===== src/include/pcv_pkg.sv =====
package pcv_pkg;
    localparam int unsigned CLK_HZ       = 25_000_000;
    localparam int unsigned MAX_EDGE_HZ  = 1_000_000;
    // shortest pin phase at the top rate, in cycles (rounded down)
    localparam int unsigned MIN_PHASE_CYC = CLK_HZ / (2 * MAX_EDGE_HZ);
    localparam int unsigned LAT_CYC_DEF  = 32'd2500;
    localparam int unsigned OFF_CYC_DEF  = 32'd12500;
    localparam int unsigned TMR_W        = 16;
    localparam logic [3:0]  CODE_DEFAULT = 4'h0;
    localparam logic [3:0]  CODE_MAX     = 4'hF;
    // low reference in millivolts: base plus step per code
    localparam logic [10:0] LOW_REF_BASE_MV = 11'd600;
    localparam logic [10:0] LOW_REF_STEP_MV = 11'd40;
    localparam logic [10:0] HIGH_REF_MV     = 11'd1200;

    typedef struct packed {
        logic        pin_q;
        logic        enabled;
        logic        pending;
        logic [4:0]  edges;
        logic [3:0]  code;
        logic [TMR_W-1:0] tmr;
    } pcv_state_t;

    typedef struct packed {
        logic        high_ref_en;
        logic        low_ref_en;
        logic [3:0]  low_ref_code;
        logic [10:0] ref_mv;
    } pcv_ref_t;
endpackage : pcv_pkg


===== src/rtl/pcv_select.sv =====
`timescale 1ns/1ps
module pcv_select #(
    parameter logic [pcv_pkg::TMR_W-1:0] LAT_CYC = pcv_pkg::TMR_W'(pcv_pkg::LAT_CYC_DEF),
    parameter logic [pcv_pkg::TMR_W-1:0] OFF_CYC = pcv_pkg::TMR_W'(pcv_pkg::OFF_CYC_DEF)
) (
    input  wire logic             mclk,
    input  wire logic             rst_n,
    input  wire logic             en_set,
    input  wire logic             ref_sel,
    output logic                  enabled,
    output pcv_pkg::pcv_ref_t     ref_out
);
    pcv_pkg::pcv_state_t st_r;
    pcv_pkg::pcv_state_t st_nxt;
    pcv_pkg::pcv_ref_t   ref_nxt;
    logic                rise;
    logic                latch_now;
    logic                off_now;

    ////////////////////////////////////////////////////////////////////////////
    // edge count, latch and shutdown
    assign rise = en_set & ~st_r.pin_q;
    // latch and shutdown only time the phase the pin is in now
    assign latch_now = en_set & st_r.pin_q & st_r.pending
                       & (st_r.tmr >= LAT_CYC);
    assign off_now   = ~en_set & ~st_r.pin_q & st_r.enabled
                       & (st_r.tmr >= OFF_CYC);

    always_comb begin
        st_nxt = st_r;
        st_nxt.pin_q = en_set;
        if (en_set != st_r.pin_q) begin
            st_nxt.tmr = '0;
        end else if (st_r.tmr != '1) begin
            st_nxt.tmr = st_r.tmr + 1'b1;
        end
        if (rise) begin
            st_nxt.enabled = 1'b1;
            st_nxt.pending = 1'b1;
            if (st_r.edges != 5'd16) begin
                st_nxt.edges = st_r.edges + 5'd1;
            end
        end
        if (latch_now) begin
            st_nxt.code    = 4'(st_r.edges - 5'd1);
            st_nxt.pending = 1'b0;
            st_nxt.edges   = '0;
        end
        if (off_now) begin
            st_nxt.enabled = 1'b0;
            st_nxt.pending = 1'b0;
            st_nxt.edges   = '0;
            st_nxt.code    = pcv_pkg::CODE_DEFAULT;
        end
    end

    always_ff @(posedge mclk) begin
        if (!rst_n) begin
            st_r <= '0;
        end else begin
            st_r <= st_nxt;
        end
    end

    ////////////////////////////////////////////////////////////////////////////
    // reference selection
    always_comb begin
        ref_nxt = '0;
        ref_nxt.low_ref_code = st_r.code;
        if (ref_sel) begin
            ref_nxt.high_ref_en = 1'b1;
            ref_nxt.ref_mv      = pcv_pkg::HIGH_REF_MV;
        end else begin
            ref_nxt.low_ref_en = 1'b1;
            ref_nxt.ref_mv = pcv_pkg::LOW_REF_BASE_MV
                + 11'(pcv_pkg::LOW_REF_STEP_MV * st_r.code);
        end
    end

    always_ff @(posedge mclk) begin
        if (!rst_n) begin
            ref_out <= '0;
        end else begin
            ref_out <= ref_nxt;
        end
    end

    assign enabled = st_r.enabled;

    ////////////////////////////////////////////////////////////////////////////
    // checks
    a_edge_counts: assert property (
        @(posedge mclk) disable iff (!rst_n)
        rise && st_r.edges < 5'h10
        |=> st_r.edges == $past(st_r.edges) + 5'h01)
        else $error("rising edge not counted");

    a_edge_saturate: assert property (
        @(posedge mclk) disable iff (!rst_n)
        st_r.edges <= 5'h10)
        else $error("edge count beyond sixteen");

    a_sat_hold: assert property (
        @(posedge mclk) disable iff (!rst_n)
        rise && st_r.edges == 5'h10
        |=> st_r.edges == 5'h10)
        else $error("edge count wrapped");

    a_edge_holds: assert property (
        @(posedge mclk) disable iff (!rst_n)
        !rise && !latch_now && !off_now
        |=> st_r.edges == $past(st_r.edges))
        else $error("edge count moved without an edge");

    a_pin_track: assert property (
        @(posedge mclk) disable iff (!rst_n)
        1'b1
        |=> st_r.pin_q == $past(en_set))
        else $error("pin sample lost");

    a_tmr_restart: assert property (
        @(posedge mclk) disable iff (!rst_n)
        en_set != st_r.pin_q
        |=> st_r.tmr == '0)
        else $error("phase timer not restarted");

    a_tmr_count: assert property (
        @(posedge mclk) disable iff (!rst_n)
        en_set == st_r.pin_q && st_r.tmr != '1
        |=> st_r.tmr == $past(st_r.tmr) + 1'b1)
        else $error("phase timer not counting");

    a_tmr_hold: assert property (
        @(posedge mclk) disable iff (!rst_n)
        en_set == st_r.pin_q && st_r.tmr == '1
        |=> st_r.tmr == '1)
        else $error("phase timer wrapped");

    a_rise_enables: assert property (
        @(posedge mclk) disable iff (!rst_n)
        rise
        |=> st_r.enabled && st_r.pending)
        else $error("rising edge did not enable");

    a_on_rise: assert property (
        @(posedge mclk) disable iff (!rst_n)
        rise && !st_r.enabled
        |=> st_r.edges == 5'h01)
        else $error("enabling edge not counted as first");

    a_pend_edges: assert property (
        @(posedge mclk) disable iff (!rst_n)
        st_r.pending == (st_r.edges != 5'h00))
        else $error("pending flag and edge count disagree");

    a_pend_on: assert property (
        @(posedge mclk) disable iff (!rst_n)
        st_r.pending |-> st_r.enabled)
        else $error("pending while disabled");

    a_latch_code: assert property (
        @(posedge mclk) disable iff (!rst_n)
        latch_now
        |=> st_r.code == 4'($past(st_r.edges) - 5'h01))
        else $error("latched code mismatch");

    a_latch_clears: assert property (
        @(posedge mclk) disable iff (!rst_n)
        latch_now
        |=> !st_r.pending && st_r.edges == 5'h00)
        else $error("latch did not restart the count");

    a_latch_wait: assert property (
        @(posedge mclk) disable iff (!rst_n)
        en_set && st_r.pin_q && st_r.pending && st_r.tmr < LAT_CYC
        |=> st_r.pending)
        else $error("latched before the hold time");

    a_latch_high: assert property (
        @(posedge mclk) disable iff (!rst_n)
        $fell(st_r.pending) && $past(rst_n)
        |-> $past(en_set) || !st_r.enabled)
        else $error("latched while pin low");

    a_code_stable: assert property (
        @(posedge mclk) disable iff (!rst_n)
        !latch_now && !off_now
        |=> st_r.code == $past(st_r.code))
        else $error("stored code changed without latch");

    a_off_time: assert property (
        @(posedge mclk) disable iff (!rst_n)
        $fell(st_r.enabled) && $past(rst_n)
        |-> !$past(en_set) && $past(st_r.tmr) >= OFF_CYC)
        else $error("disabled before the shutdown time");

    a_off_default: assert property (
        @(posedge mclk) disable iff (!rst_n)
        $fell(st_r.enabled)
        |-> st_r.code == pcv_pkg::CODE_DEFAULT)
        else $error("setting not cleared on disable");

    a_off_clears: assert property (
        @(posedge mclk) disable iff (!rst_n)
        off_now
        |=> !st_r.enabled && !st_r.pending && st_r.edges == 5'h00)
        else $error("shutdown left state behind");

    a_off_wait: assert property (
        @(posedge mclk) disable iff (!rst_n)
        !en_set && !st_r.pin_q && st_r.enabled && st_r.tmr < OFF_CYC
        |=> st_r.enabled)
        else $error("disabled on a short low phase");

    a_stay_off: assert property (
        @(posedge mclk) disable iff (!rst_n)
        !st_r.enabled && !rise
        |=> !st_r.enabled)
        else $error("enabled without a rising edge");

    a_high_ref: assert property (
        @(posedge mclk) disable iff (!rst_n)
        ref_sel |=> ref_out.high_ref_en && !ref_out.low_ref_en
            && ref_out.ref_mv == pcv_pkg::HIGH_REF_MV)
        else $error("high reference not selected");

    a_low_ref: assert property (
        @(posedge mclk) disable iff (!rst_n)
        !ref_sel |=> ref_out.low_ref_en && !ref_out.high_ref_en
            && ref_out.ref_mv == pcv_pkg::LOW_REF_BASE_MV
            + 11'(pcv_pkg::LOW_REF_STEP_MV * $past(st_r.code)))
        else $error("low reference level wrong");

    a_one_ref: assert property (
        @(posedge mclk) disable iff (!rst_n)
        1'b1
        |=> ref_out.high_ref_en != ref_out.low_ref_en)
        else $error("not exactly one reference enabled");

    a_ref_range: assert property (
        @(posedge mclk) disable iff (!rst_n)
        ref_out.low_ref_en
        |-> ref_out.ref_mv >= pcv_pkg::LOW_REF_BASE_MV
            && ref_out.ref_mv <= pcv_pkg::HIGH_REF_MV)
        else $error("low reference out of range");

    a_code_out: assert property (
        @(posedge mclk) disable iff (!rst_n)
        1'b1
        |=> ref_out.low_ref_code == $past(st_r.code))
        else $error("code output does not follow store");

    a_reset_default: assert property (
        @(posedge mclk)
        !rst_n
        |=> st_r.code == pcv_pkg::CODE_DEFAULT && !st_r.pending)
        else $error("reset default wrong");

    c_latch:  cover property (@(posedge mclk) disable iff (!rst_n)
        $fell(st_r.pending) && st_r.code == 4'h3);
    c_sat:    cover property (@(posedge mclk) disable iff (!rst_n)
        st_r.edges == 5'd16 && rise);
    c_off:    cover property (@(posedge mclk) disable iff (!rst_n)
        $fell(st_r.enabled));
    c_hisel:  cover property (@(posedge mclk) disable iff (!rst_n)
        $rose(ref_sel));
endmodule : pcv_select


===== config.mk =====
export PLATFORM = sky130hd
export DESIGN_NAME = pcv_select
export DESIGN_NICKNAME = d
export VERILOG_FILES = /design/src/include/pcv_pkg.sv /design/src/rtl/pcv_select.sv
export SDC_FILE = /design/constraint.sdc
export NUM_CORES = 1
export LEC_CHECK = 0
export BUFFER_PORTS_ARGS = -buffer_cell sky130_fd_sc_hd__buf_2
export CAP_MARGIN = 20
export CORE_UTILIZATION = 55
export CTS_CLUSTER_DIAMETER = 60
export CTS_CLUSTER_SIZE = 24
export DETAILED_ROUTE_END_ITERATION = 8
export HOLD_SLACK_MARGIN = 0.1
export PLACE_DENSITY = 0.78
export SYNTH_ARGS = -nofsm -noshare
export SYNTH_HDL_FRONTEND = slang
export SYNTH_SLANG_ARGS = --single-unit

===== constraint.sdc =====
create_clock -name mclk -period 2.1 [get_ports mclk]
set_input_delay 0.42 -clock mclk [delete_from_list [all_inputs] [get_ports mclk]]
set_output_delay 0.42 -clock mclk [all_outputs]
set_load 0.01 [all_outputs]

======== Word-level counts from Yosys, hierarchy flattened ========
Cells that the tools add are included.
word-level totals
  register bits after elaboration ......... 45
  bits of input ports ..................... 4
  output and inout bits ................... 18
  word-level logic and storage cells ...... 39
cells by class
  $add $sub $neg .......................... 4
  multiply operators ...................... 1
  $lt $le $gt $ge ......................... 2
  equal/unequal tests ..................... 3
  muxes and demuxes ....................... 3
  bitwise logic cells ..................... 10
  reduce and logical (&&, ||, !) cells .... 5
operator list
  operator                count
  $add 16x1->16 const B   1
  $ge 16x12->1 const B    1
  $ge 16x14->1 const B    1
  $ne 16x16->1 const B    1
  $add 10x10->11 const A  1
  $mux 11                 1
  $and 1x1->1             7
  $mul 3x4->7 const A     1
  $reduce_or 2->1         3
  $add 5x1->5 const B     1
  $ne 5x5->1 const B      1
  $sub 4x1->4 const B     1
  $not 1->1               3
  $reduce_or 3->1         1
  $mux 1                  2
  $reduce_and 2->1        1
  $ne 1x1->1              1

======== Logic depth before layout (Yosys ltp) ========
Gate-level depths: netlist of the first run.
  depth in word-level cells ............... 5
  mapped depth ............................ 7

======== Worst setup path before layout of the first run ========
Ideal clock, no wire load.
  kind .................................... register to register
  from .................................... register st_r, in the netlist ref_nxt[14]
  to ...................................... register ref_out[10] in the netlist's numbering
  library setup time ...................... 120 ps
  arrival ................................. 1773 ps
  required time ........................... 1980 ps
  slack ................................... 208 ps
  cell stages (with the launch flop) ...... 7
  path buffers ............................ 0
  clock period less this slack ............ 1892 ps
  path through ............................ dfxtp_1 > ha_1 > ha_1 > fa_1 > o21ai_0 > nor2_1 > o31a_1
on the way
  cells in the longest elaborated chain, start to end .. 3
ends and longest elaborated chain
  item                    line              source
  start, declared         pcv_select.sv:13  pcv_pkg::pcv_state_t st_r;
  start signal, assigned  pcv_select.sv:61  st_r <= st_nxt;
  $mul 3x4->7             pcv_select.sv:76  + 11'(pcv_pkg::LOW_REF_STEP_MV * st_r.code);
  $add 10x10->11          pcv_select.sv:76
  $mux 11                 pcv_select.sv:70  if (ref_sel) begin
  end signal, assigned    pcv_select.sv:84  ref_out <= ref_nxt;
  end, declared           pcv_select.sv:11  output pcv_pkg::pcv_ref_t ref_out
No other way between the ends.
A chain may end at the register's enable or synchronous reset.

======== Final worst setup path of the first run ========
  from .................................... register st_r, in the netlist ref_nxt[12]
  to ...................................... register ref_out[10] in the netlist's numbering
The elaborated chain is that of the path after synthesis.

==> out/results.txt, run 1 <==
post-detailed-routing wire length = 3580 um
Clock transition at path regs = 0.08 ns
leakage power summed over all cells = 0.916 nW
Max Slew Vio Count = 0
number of enable flip-flop cells after synthesis = 0
count of hold buffers inserted by post-cts repair = 0
area share of the largest cell type after synthesis = 0.402
post-layout net count = 263
core footprint = 0.00366 mm^2
final setup violating endpoints = 0
flops & latches, synth = 42
number of clock sinks = 42
share of cells above drive strength 1 = 0.171
source of the critical timing path = ref_nxt[12]
Bufs on Longest Clock Path = 2
die outline width = 63.7 um
status = complete, no violations
final period utilization = 0.930
final number of hold-violating endpoints = 0
clock buffer count from CTS = 5
total chip power = 1.44 mW
first drt pass iteration count = 4
CP Capture Type = flop
later-pin clock latency in the skew report = 0.30 ns
total via count after detailed routing = 1,649
r2r setup slk = 0.15 ns
die extent in y = 63.7 um
Netlist cell types = 48
max frequency = 512 MHz
GRT Total Usage = 0.199
Post-Synthesis Cell Area = 0.00209 mm^2
number of nets still failing antenna checks after routing = 0
top-level port count = 22
Hold Path Class = in -> reg
starting density of the core = 0.571
critical path launch point type = flop
unrepaired setup endpoints after global routing = no
number of cells on the worst reg-to-reg path = 6
number of maximum-capacitance constraint violations = 0
data required time of the worst path = 2.29 ns
die footprint = 0.00405 mm^2
relative slew slack = 0.644
Critical Path Fanout Max = 5
number of rows in the core area = 22
asr flop ratio synth = 0
first-pass GRT wire length = 6180 um
count of placed standard cells including taps = 286
Clock H-tree levels = 2
endpoint of the most critical register-to-register path = ref_out[10]
most instantiated flip-flop cell in the synthesis netlist = sky130_fd_sc_hd__dfxtp_1
Synth warnings = 0
cell accounting for the most synthesized area = sky130_fd_sc_hd__dfxtp_1
worst slack at placement = 0.156 ns
final HPWL from detailed placement = 2570 um
critical register-to-register path startpoint = ref_nxt[12]
Period minus WS final = 1.95 ns
gate count after technology mapping = 226
worst setup path category = reg -> reg
DRC viols = 0
final setup slack of the worst path = 0.147 ns
sequential share of the synthesized area = 0.402
PortBufs = 18
Final TNS setup = 0 ns
largest vdd supply drop = 323 uV
largest cells by area after synthesis = sky130_fd_sc_hd__dfxtp_1 40%, sky130_fd_sc_hd__ha_1 7.8%, sky130_fd_sc_hd__a21oi_1 3.4%
CTS tree = yes
global route overflow = 0
PD cells = 622 mW/mm^2
actual transition at the worst max-transition pin = 0.534 ns
number of antenna diodes = 0
average routed wire per standard cell = 12.2 um
number of antenna violations at the first check in global routing = 0
setup skew after layout = 0.00668 ns
largest net degree at the start of global routing = 15
Gates resized, CTS repair = 0
DR vias/cell = 5.61
Clock Root Buffer = sky130_fd_sc_hd__clkbuf_8
gp weighted congestion = 0.848
number of global-route vias before repair = 1,396
buffer count from post-CTS setup fixing = 0
syn_area_per_cell = 9.25 um^2
Area Growth Syn to Fin = 10.7%
Worst EP arrival = 2.14 ns
Initial DRC Count = 88
non-filler cells, final = 294
FILL cells = 316
end of the critical path = ref_out[10]
worst max-delay path, stage by stage (launching register included):
cell and delay [ns]:
sky130_fd_sc_hd__dfxtp_1 0.35, sky130_fd_sc_hd__ha_1 0.31, sky130_fd_sc_hd__ha_1 0.22, sky130_fd_sc_hd__fa_1 0.49, sky130_fd_sc_hd__o21ai_0 0.12, sky130_fd_sc_hd__nor2_1 0.09, sky130_fd_sc_hd__o31a_1 0.27
sequential cells by signal, indices dropped and copies added (netlist names):
signal   cells
st_r        23
ref_nxt      4
enabled      1
ref_out     14
cell families (layout without fill, tap and decap cells):
| kind of cell | after synthesis | count (layout) | synth area share |
|---|---|---|---|
| AO/OA/AOI/OAI | 50 | 50 | 0.166 |
| XOR/XNOR | 14 | 14 | 0.0586 |
| adder cells (fa/ha/maj) | 14 | 14 | 0.0874 |
| buffers and inverters | 25 | 43 | 0.0551 |
| flip-flops | 42 | 42 | 0.402 |
| multiplexers | 2 | 2 | 0.00958 |
| other | 1 | 3 | 0.00179 |
| AND/OR/NAND/NOR | 78 | 78 | 0.220 |
metal layers:
| layer | GRT usage | share of wire | up-vias |
|---|---|---|---|
| li1 | - | - | 842 |
| met5 | 0 | 0 | - |
| met3 | 0.0761 | 0.034 | 7 |
| met2 | 0.291 | 0.43 | 34 |
| met1 | 0.260 | 0.51 | 766 |
| met4 | 0.0824 | 0.018 | 0 |
stage by stage:
step | util | cell area (um^2) | hold slack [ns]
final | 0.632 | 2310 | 0.360
after global placement | 0.605 | 2220 | 0.472
after floorplan | - | 2100 | 0.448
after detailed placement | 0.605 | 2220 | 0.482
after CTS | 0.630 | 2310 | 0.353
after global routing | 0.632 | 2310 | 0.355
layout by cell type, fill, tap and decap left out, types with 5 or more instances in the layout:
| cell type | instances |
|---|---|
| sky130_fd_sc_hd__nand2_1 | 5 |
| sky130_fd_sc_hd__ha_1 | 13 |
| sky130_fd_sc_hd__nand4_1 | 8 |
| sky130_fd_sc_hd__dfxtp_1 | 42 |
| sky130_fd_sc_hd__buf_2 | 18 |
| sky130_fd_sc_hd__nor2_1 | 14 |
| sky130_fd_sc_hd__xor2_1 | 6 |
| sky130_fd_sc_hd__a21oi_1 | 14 |
| sky130_fd_sc_hd__and2_1 | 10 |
| sky130_fd_sc_hd__nor3_1 | 12 |
| sky130_fd_sc_hd__o21ai_1 | 5 |
| sky130_fd_sc_hd__xnor2_1 | 7 |
| sky130_fd_sc_hd__nand3_1 | 7 |
| sky130_fd_sc_hd__buf_4 | 5 |
| sky130_fd_sc_hd__clkbuf_8 | 5 |
| sky130_fd_sc_hd__o21ai_0 | 5 |
| sky130_fd_sc_hd__inv_1 | 12 |
cell type report:
type | instances | area, um^2 | area share
Clock buffer | 5 | 68.8 | 0.0297
Sequential cell | 42 | 841 | 0.363
Clock inverter | 3 | 21.3 | 0.00919
Tap cell | 48 | 60.1 | 0.0260
Inverter | 12 | 45.0 | 0.0195
Timing Repair Buffer | 23 | 128 | 0.0552
Multi-Input combinational cell | 161 | 1150 | 0.497
how the worst min path moves through the flow:
stage | to | cells after the start | start
floorplan | ref_out[3] | 1 | ref_nxt[11]
global placement | st_r[25] | 2 | st_r[25]
detailed placement | enabled | 2 | enabled
CTS | ref_out[16] | 2 | ref_sel
global route | ref_out[10] | 2 | ref_sel
finish | ref_out[16] | 2 | ref_sel
cells in the mapped netlist (all sizes together), types with 2 or more instances:
library cell / n
o31ai: 3
a21boi: 3
nor4: 4
or4: 2
and2: 10
and4: 2
xor2: 6
ha: 13
nor3: 12
dfxtp: 42
o211ai: 2
buf: 9
mux2i: 2
nor2: 14
a21oi: 14
or3: 5
nor2b: 4
a211oi: 6
xnor2: 8
clkbuf: 4
nand3: 7
a31oi: 3
o21ai: 10
inv: 12
nand2: 5
or2: 2
nand4: 9
power by group:
group	internal, mW	switching (mW)	leakage [nW]
registers	0.815	0.0128	0.342
logic	0.0391	0.0566	0.530
clock network	0.233	0.282	0.0441
total	1.09	0.352	0.916
(Power assumes the default switching activity.)
==> run 2: changes to the inputs <==
- CORE_ASPECT_RATIO: default -> 0.7
==> run 2 against run 1 <==
Effect of this change:
- setup slack got worse by 0.0063 ns
- clock power up 48%
- highest routed layer unchanged
- sequential power hardly changed
- cell area is 1.6% higher
- first-iteration DRC count is 2.3% higher
- final cell count increased by 0.34%
- largest power group unchanged
- power increased by 17%
- core utilization up 2.4 points
- global-route usage hardly changed
- sequential cell count is the same
==> out/results.txt, run 2 (synthesized netlist as in run 1, its figures left out) <==
Gates resized, CTS repair = 0
leakage power summed over all cells = 0.935 nW
source of the critical timing path = ref_nxt[12]
status = complete, no violations
post-detailed-routing wire length = 3770 um
final setup slack of the worst path = 0.140 ns
Period minus WS final = 1.96 ns
count of hold buffers inserted by post-cts repair = 0
Hold Path Class = in -> reg
max reg flops = 23
count of placed standard cells including taps = 287
CP Capture Type = flop
Final TNS setup = 0 ns
clock buffer count from CTS = 5
data required time of the worst path = 2.30 ns
PD cells = 718 mW/mm^2
Clock transition at path regs = 0.09 ns
worst setup path category = reg -> reg
Critical Path Fanout Max = 5
buffer count from post-CTS setup fixing = 0
number of clock sinks = 42
DR vias/cell = 5.51
GRT Total Usage = 0.200
setup skew after layout = 0.00764 ns
Max Slew Vio Count = 0
Clock H-tree levels = 2
number of rows in the core area = 18
unrepaired setup endpoints after global routing = no
DRC viols = 0
most common cell after layout, fill and taps aside = sky130_fd_sc_hd__dfxtp_1
Clock Root Buffer = sky130_fd_sc_hd__clkbuf_8
critical register-to-register path startpoint = ref_nxt[12]
starting density of the core = 0.584
worst slack at placement = 0.127 ns
number of maximum-capacitance constraint violations = 0
number of cells on the worst reg-to-reg path = 6
share of cells above drive strength 1 = 0.167
endpoint of the most critical register-to-register path = ref_out[10]
largest net degree at the start of global routing = 16
number of cells on the worst hold path = 2
Bufs on Longest Clock Path = 2
core footprint = 0.00358 mm^2
first-pass GRT wire length = 5970 um
PortBufs = 18
critical path launch point type = flop
Area Growth Syn to Fin = 12.4%
actual transition at the worst max-transition pin = 0.549 ns
non-filler cells, final = 295
gp weighted congestion = 0.821
die outline width = 75.7 um
die footprint = 0.00406 mm^2
die extent in y = 53.6 um
final cell utilization of the core = 0.656
final HPWL from detailed placement = 2620 um
post-layout net count = 262
number of antenna violations at the first check in global routing = 0
later-pin clock latency in the skew report = 0.30 ns
r2r setup slk = 0.14 ns
global route overflow = 0
max frequency = 510 MHz
capture endpoint of the worst hold path = ref_out[16]
average routed wire per standard cell = 12.8 um
final setup violating endpoints = 0
relative slew slack = 0.634
number of nets still failing antenna checks after routing = 0
final number of hold-violating endpoints = 0
Initial DRC Count = 90
top-level port count = 22
total via count after detailed routing = 1,625
register bank with the most flops = st_r
FILL cells = 295
first drt pass iteration count = 4
hold wc startpoint = ref_sel
Worst EP arrival = 2.16 ns
largest vdd supply drop = 598 uV
total chip power = 1.69 mW
CTS tree = yes
number of global-route vias before repair = 1,273
final period utilization = 0.933
number of antenna diodes = 0
commonest non-fill, non-tap cells in the layout = 41 x sky130_fd_sc_hd__dfxtp_1, 18 x sky130_fd_sc_hd__buf_2, 14 x sky130_fd_sc_hd__nor2_1, 14 x sky130_fd_sc_hd__a21oi_1, 13 x sky130_fd_sc_hd__ha_1
[run 2: cell types whose count changed in the layout (fill, tap and decap cells not counted)]
cell and delta:
sky130_fd_sc_hd__bufinv_16 +2, sky130_fd_sc_hd__buf_4 -1, sky130_fd_sc_hd__clkinv_2 -1, sky130_fd_sc_hd__clkinvlp_4 -1
sky130_fd_sc_hd__dfxtp_1 -1, sky130_fd_sc_hd__dfxtp_2 +1, sky130_fd_sc_hd__xnor2_1 +1, sky130_fd_sc_hd__xnor2_2 -1
[run 2: where the power goes]
part / switching, mW / total (mW) / internal (mW)
Clock: 0.286 / 0.762 / 0.476
Combinational: 0.0585 / 0.0975 / 0.0390
Sequential: 0.0128 / 0.828 / 0.815
[run 2: final cells by class]
cell class / count / area [um^2] / share of cell area
flip-flops and latches: 42 / 842 / 0.358
inverters: 12 / 45.0 / 0.0192
repair buffers: 22 / 120 / 0.0511
multi-input cells: 161 / 1140 / 0.486
clock buffers: 5 / 68.8 / 0.0293
clock inverters: 3 / 68.8 / 0.0293
well taps: 50 / 62.6 / 0.0266
[run 2: worst max-delay path by stage]
| stage | end | slack, ns |
|---|---|---|
| after floorplan | ref_out[10] | 0.21 |
| after global placement | ref_out[10] | 0.20 |
| after detailed placement | ref_out[10] | 0.13 |
| after CTS | ref_out[10] | 0.10 |
| after global routing | ref_out[10] | 0.05 |
| final | ref_out[10] | 0.14 |
[run 2: critical path, stage by stage, from the launching register on]
cell,delay (ns)
sky130_fd_sc_hd__dfxtp_2,0.35
sky130_fd_sc_hd__ha_1,0.30
sky130_fd_sc_hd__ha_1,0.23
sky130_fd_sc_hd__fa_1,0.49
sky130_fd_sc_hd__o21ai_0,0.12
sky130_fd_sc_hd__nor2_1,0.09
sky130_fd_sc_hd__o31a_1,0.27
[run 2: stage by stage]
step / hold slack, ns / area [um^2]
2_1_floorplan: 0.448 / 2100
3_3_place_gp: 0.476 / 2210
3_5_place_dp: 0.478 / 2210
4_1_cts: 0.350 / 2350
5_1_grt: 0.374 / 2350
6_report: 0.350 / 2350
[run 2: layer usage]
layer	global-route usage	vias up	routed length [um]
met3	0.0506	3	167
met1	0.301	745	2070
met2	0.272	38	1520
li1	-	839	-
met4	0.0648	0	17
met5	0	-	0
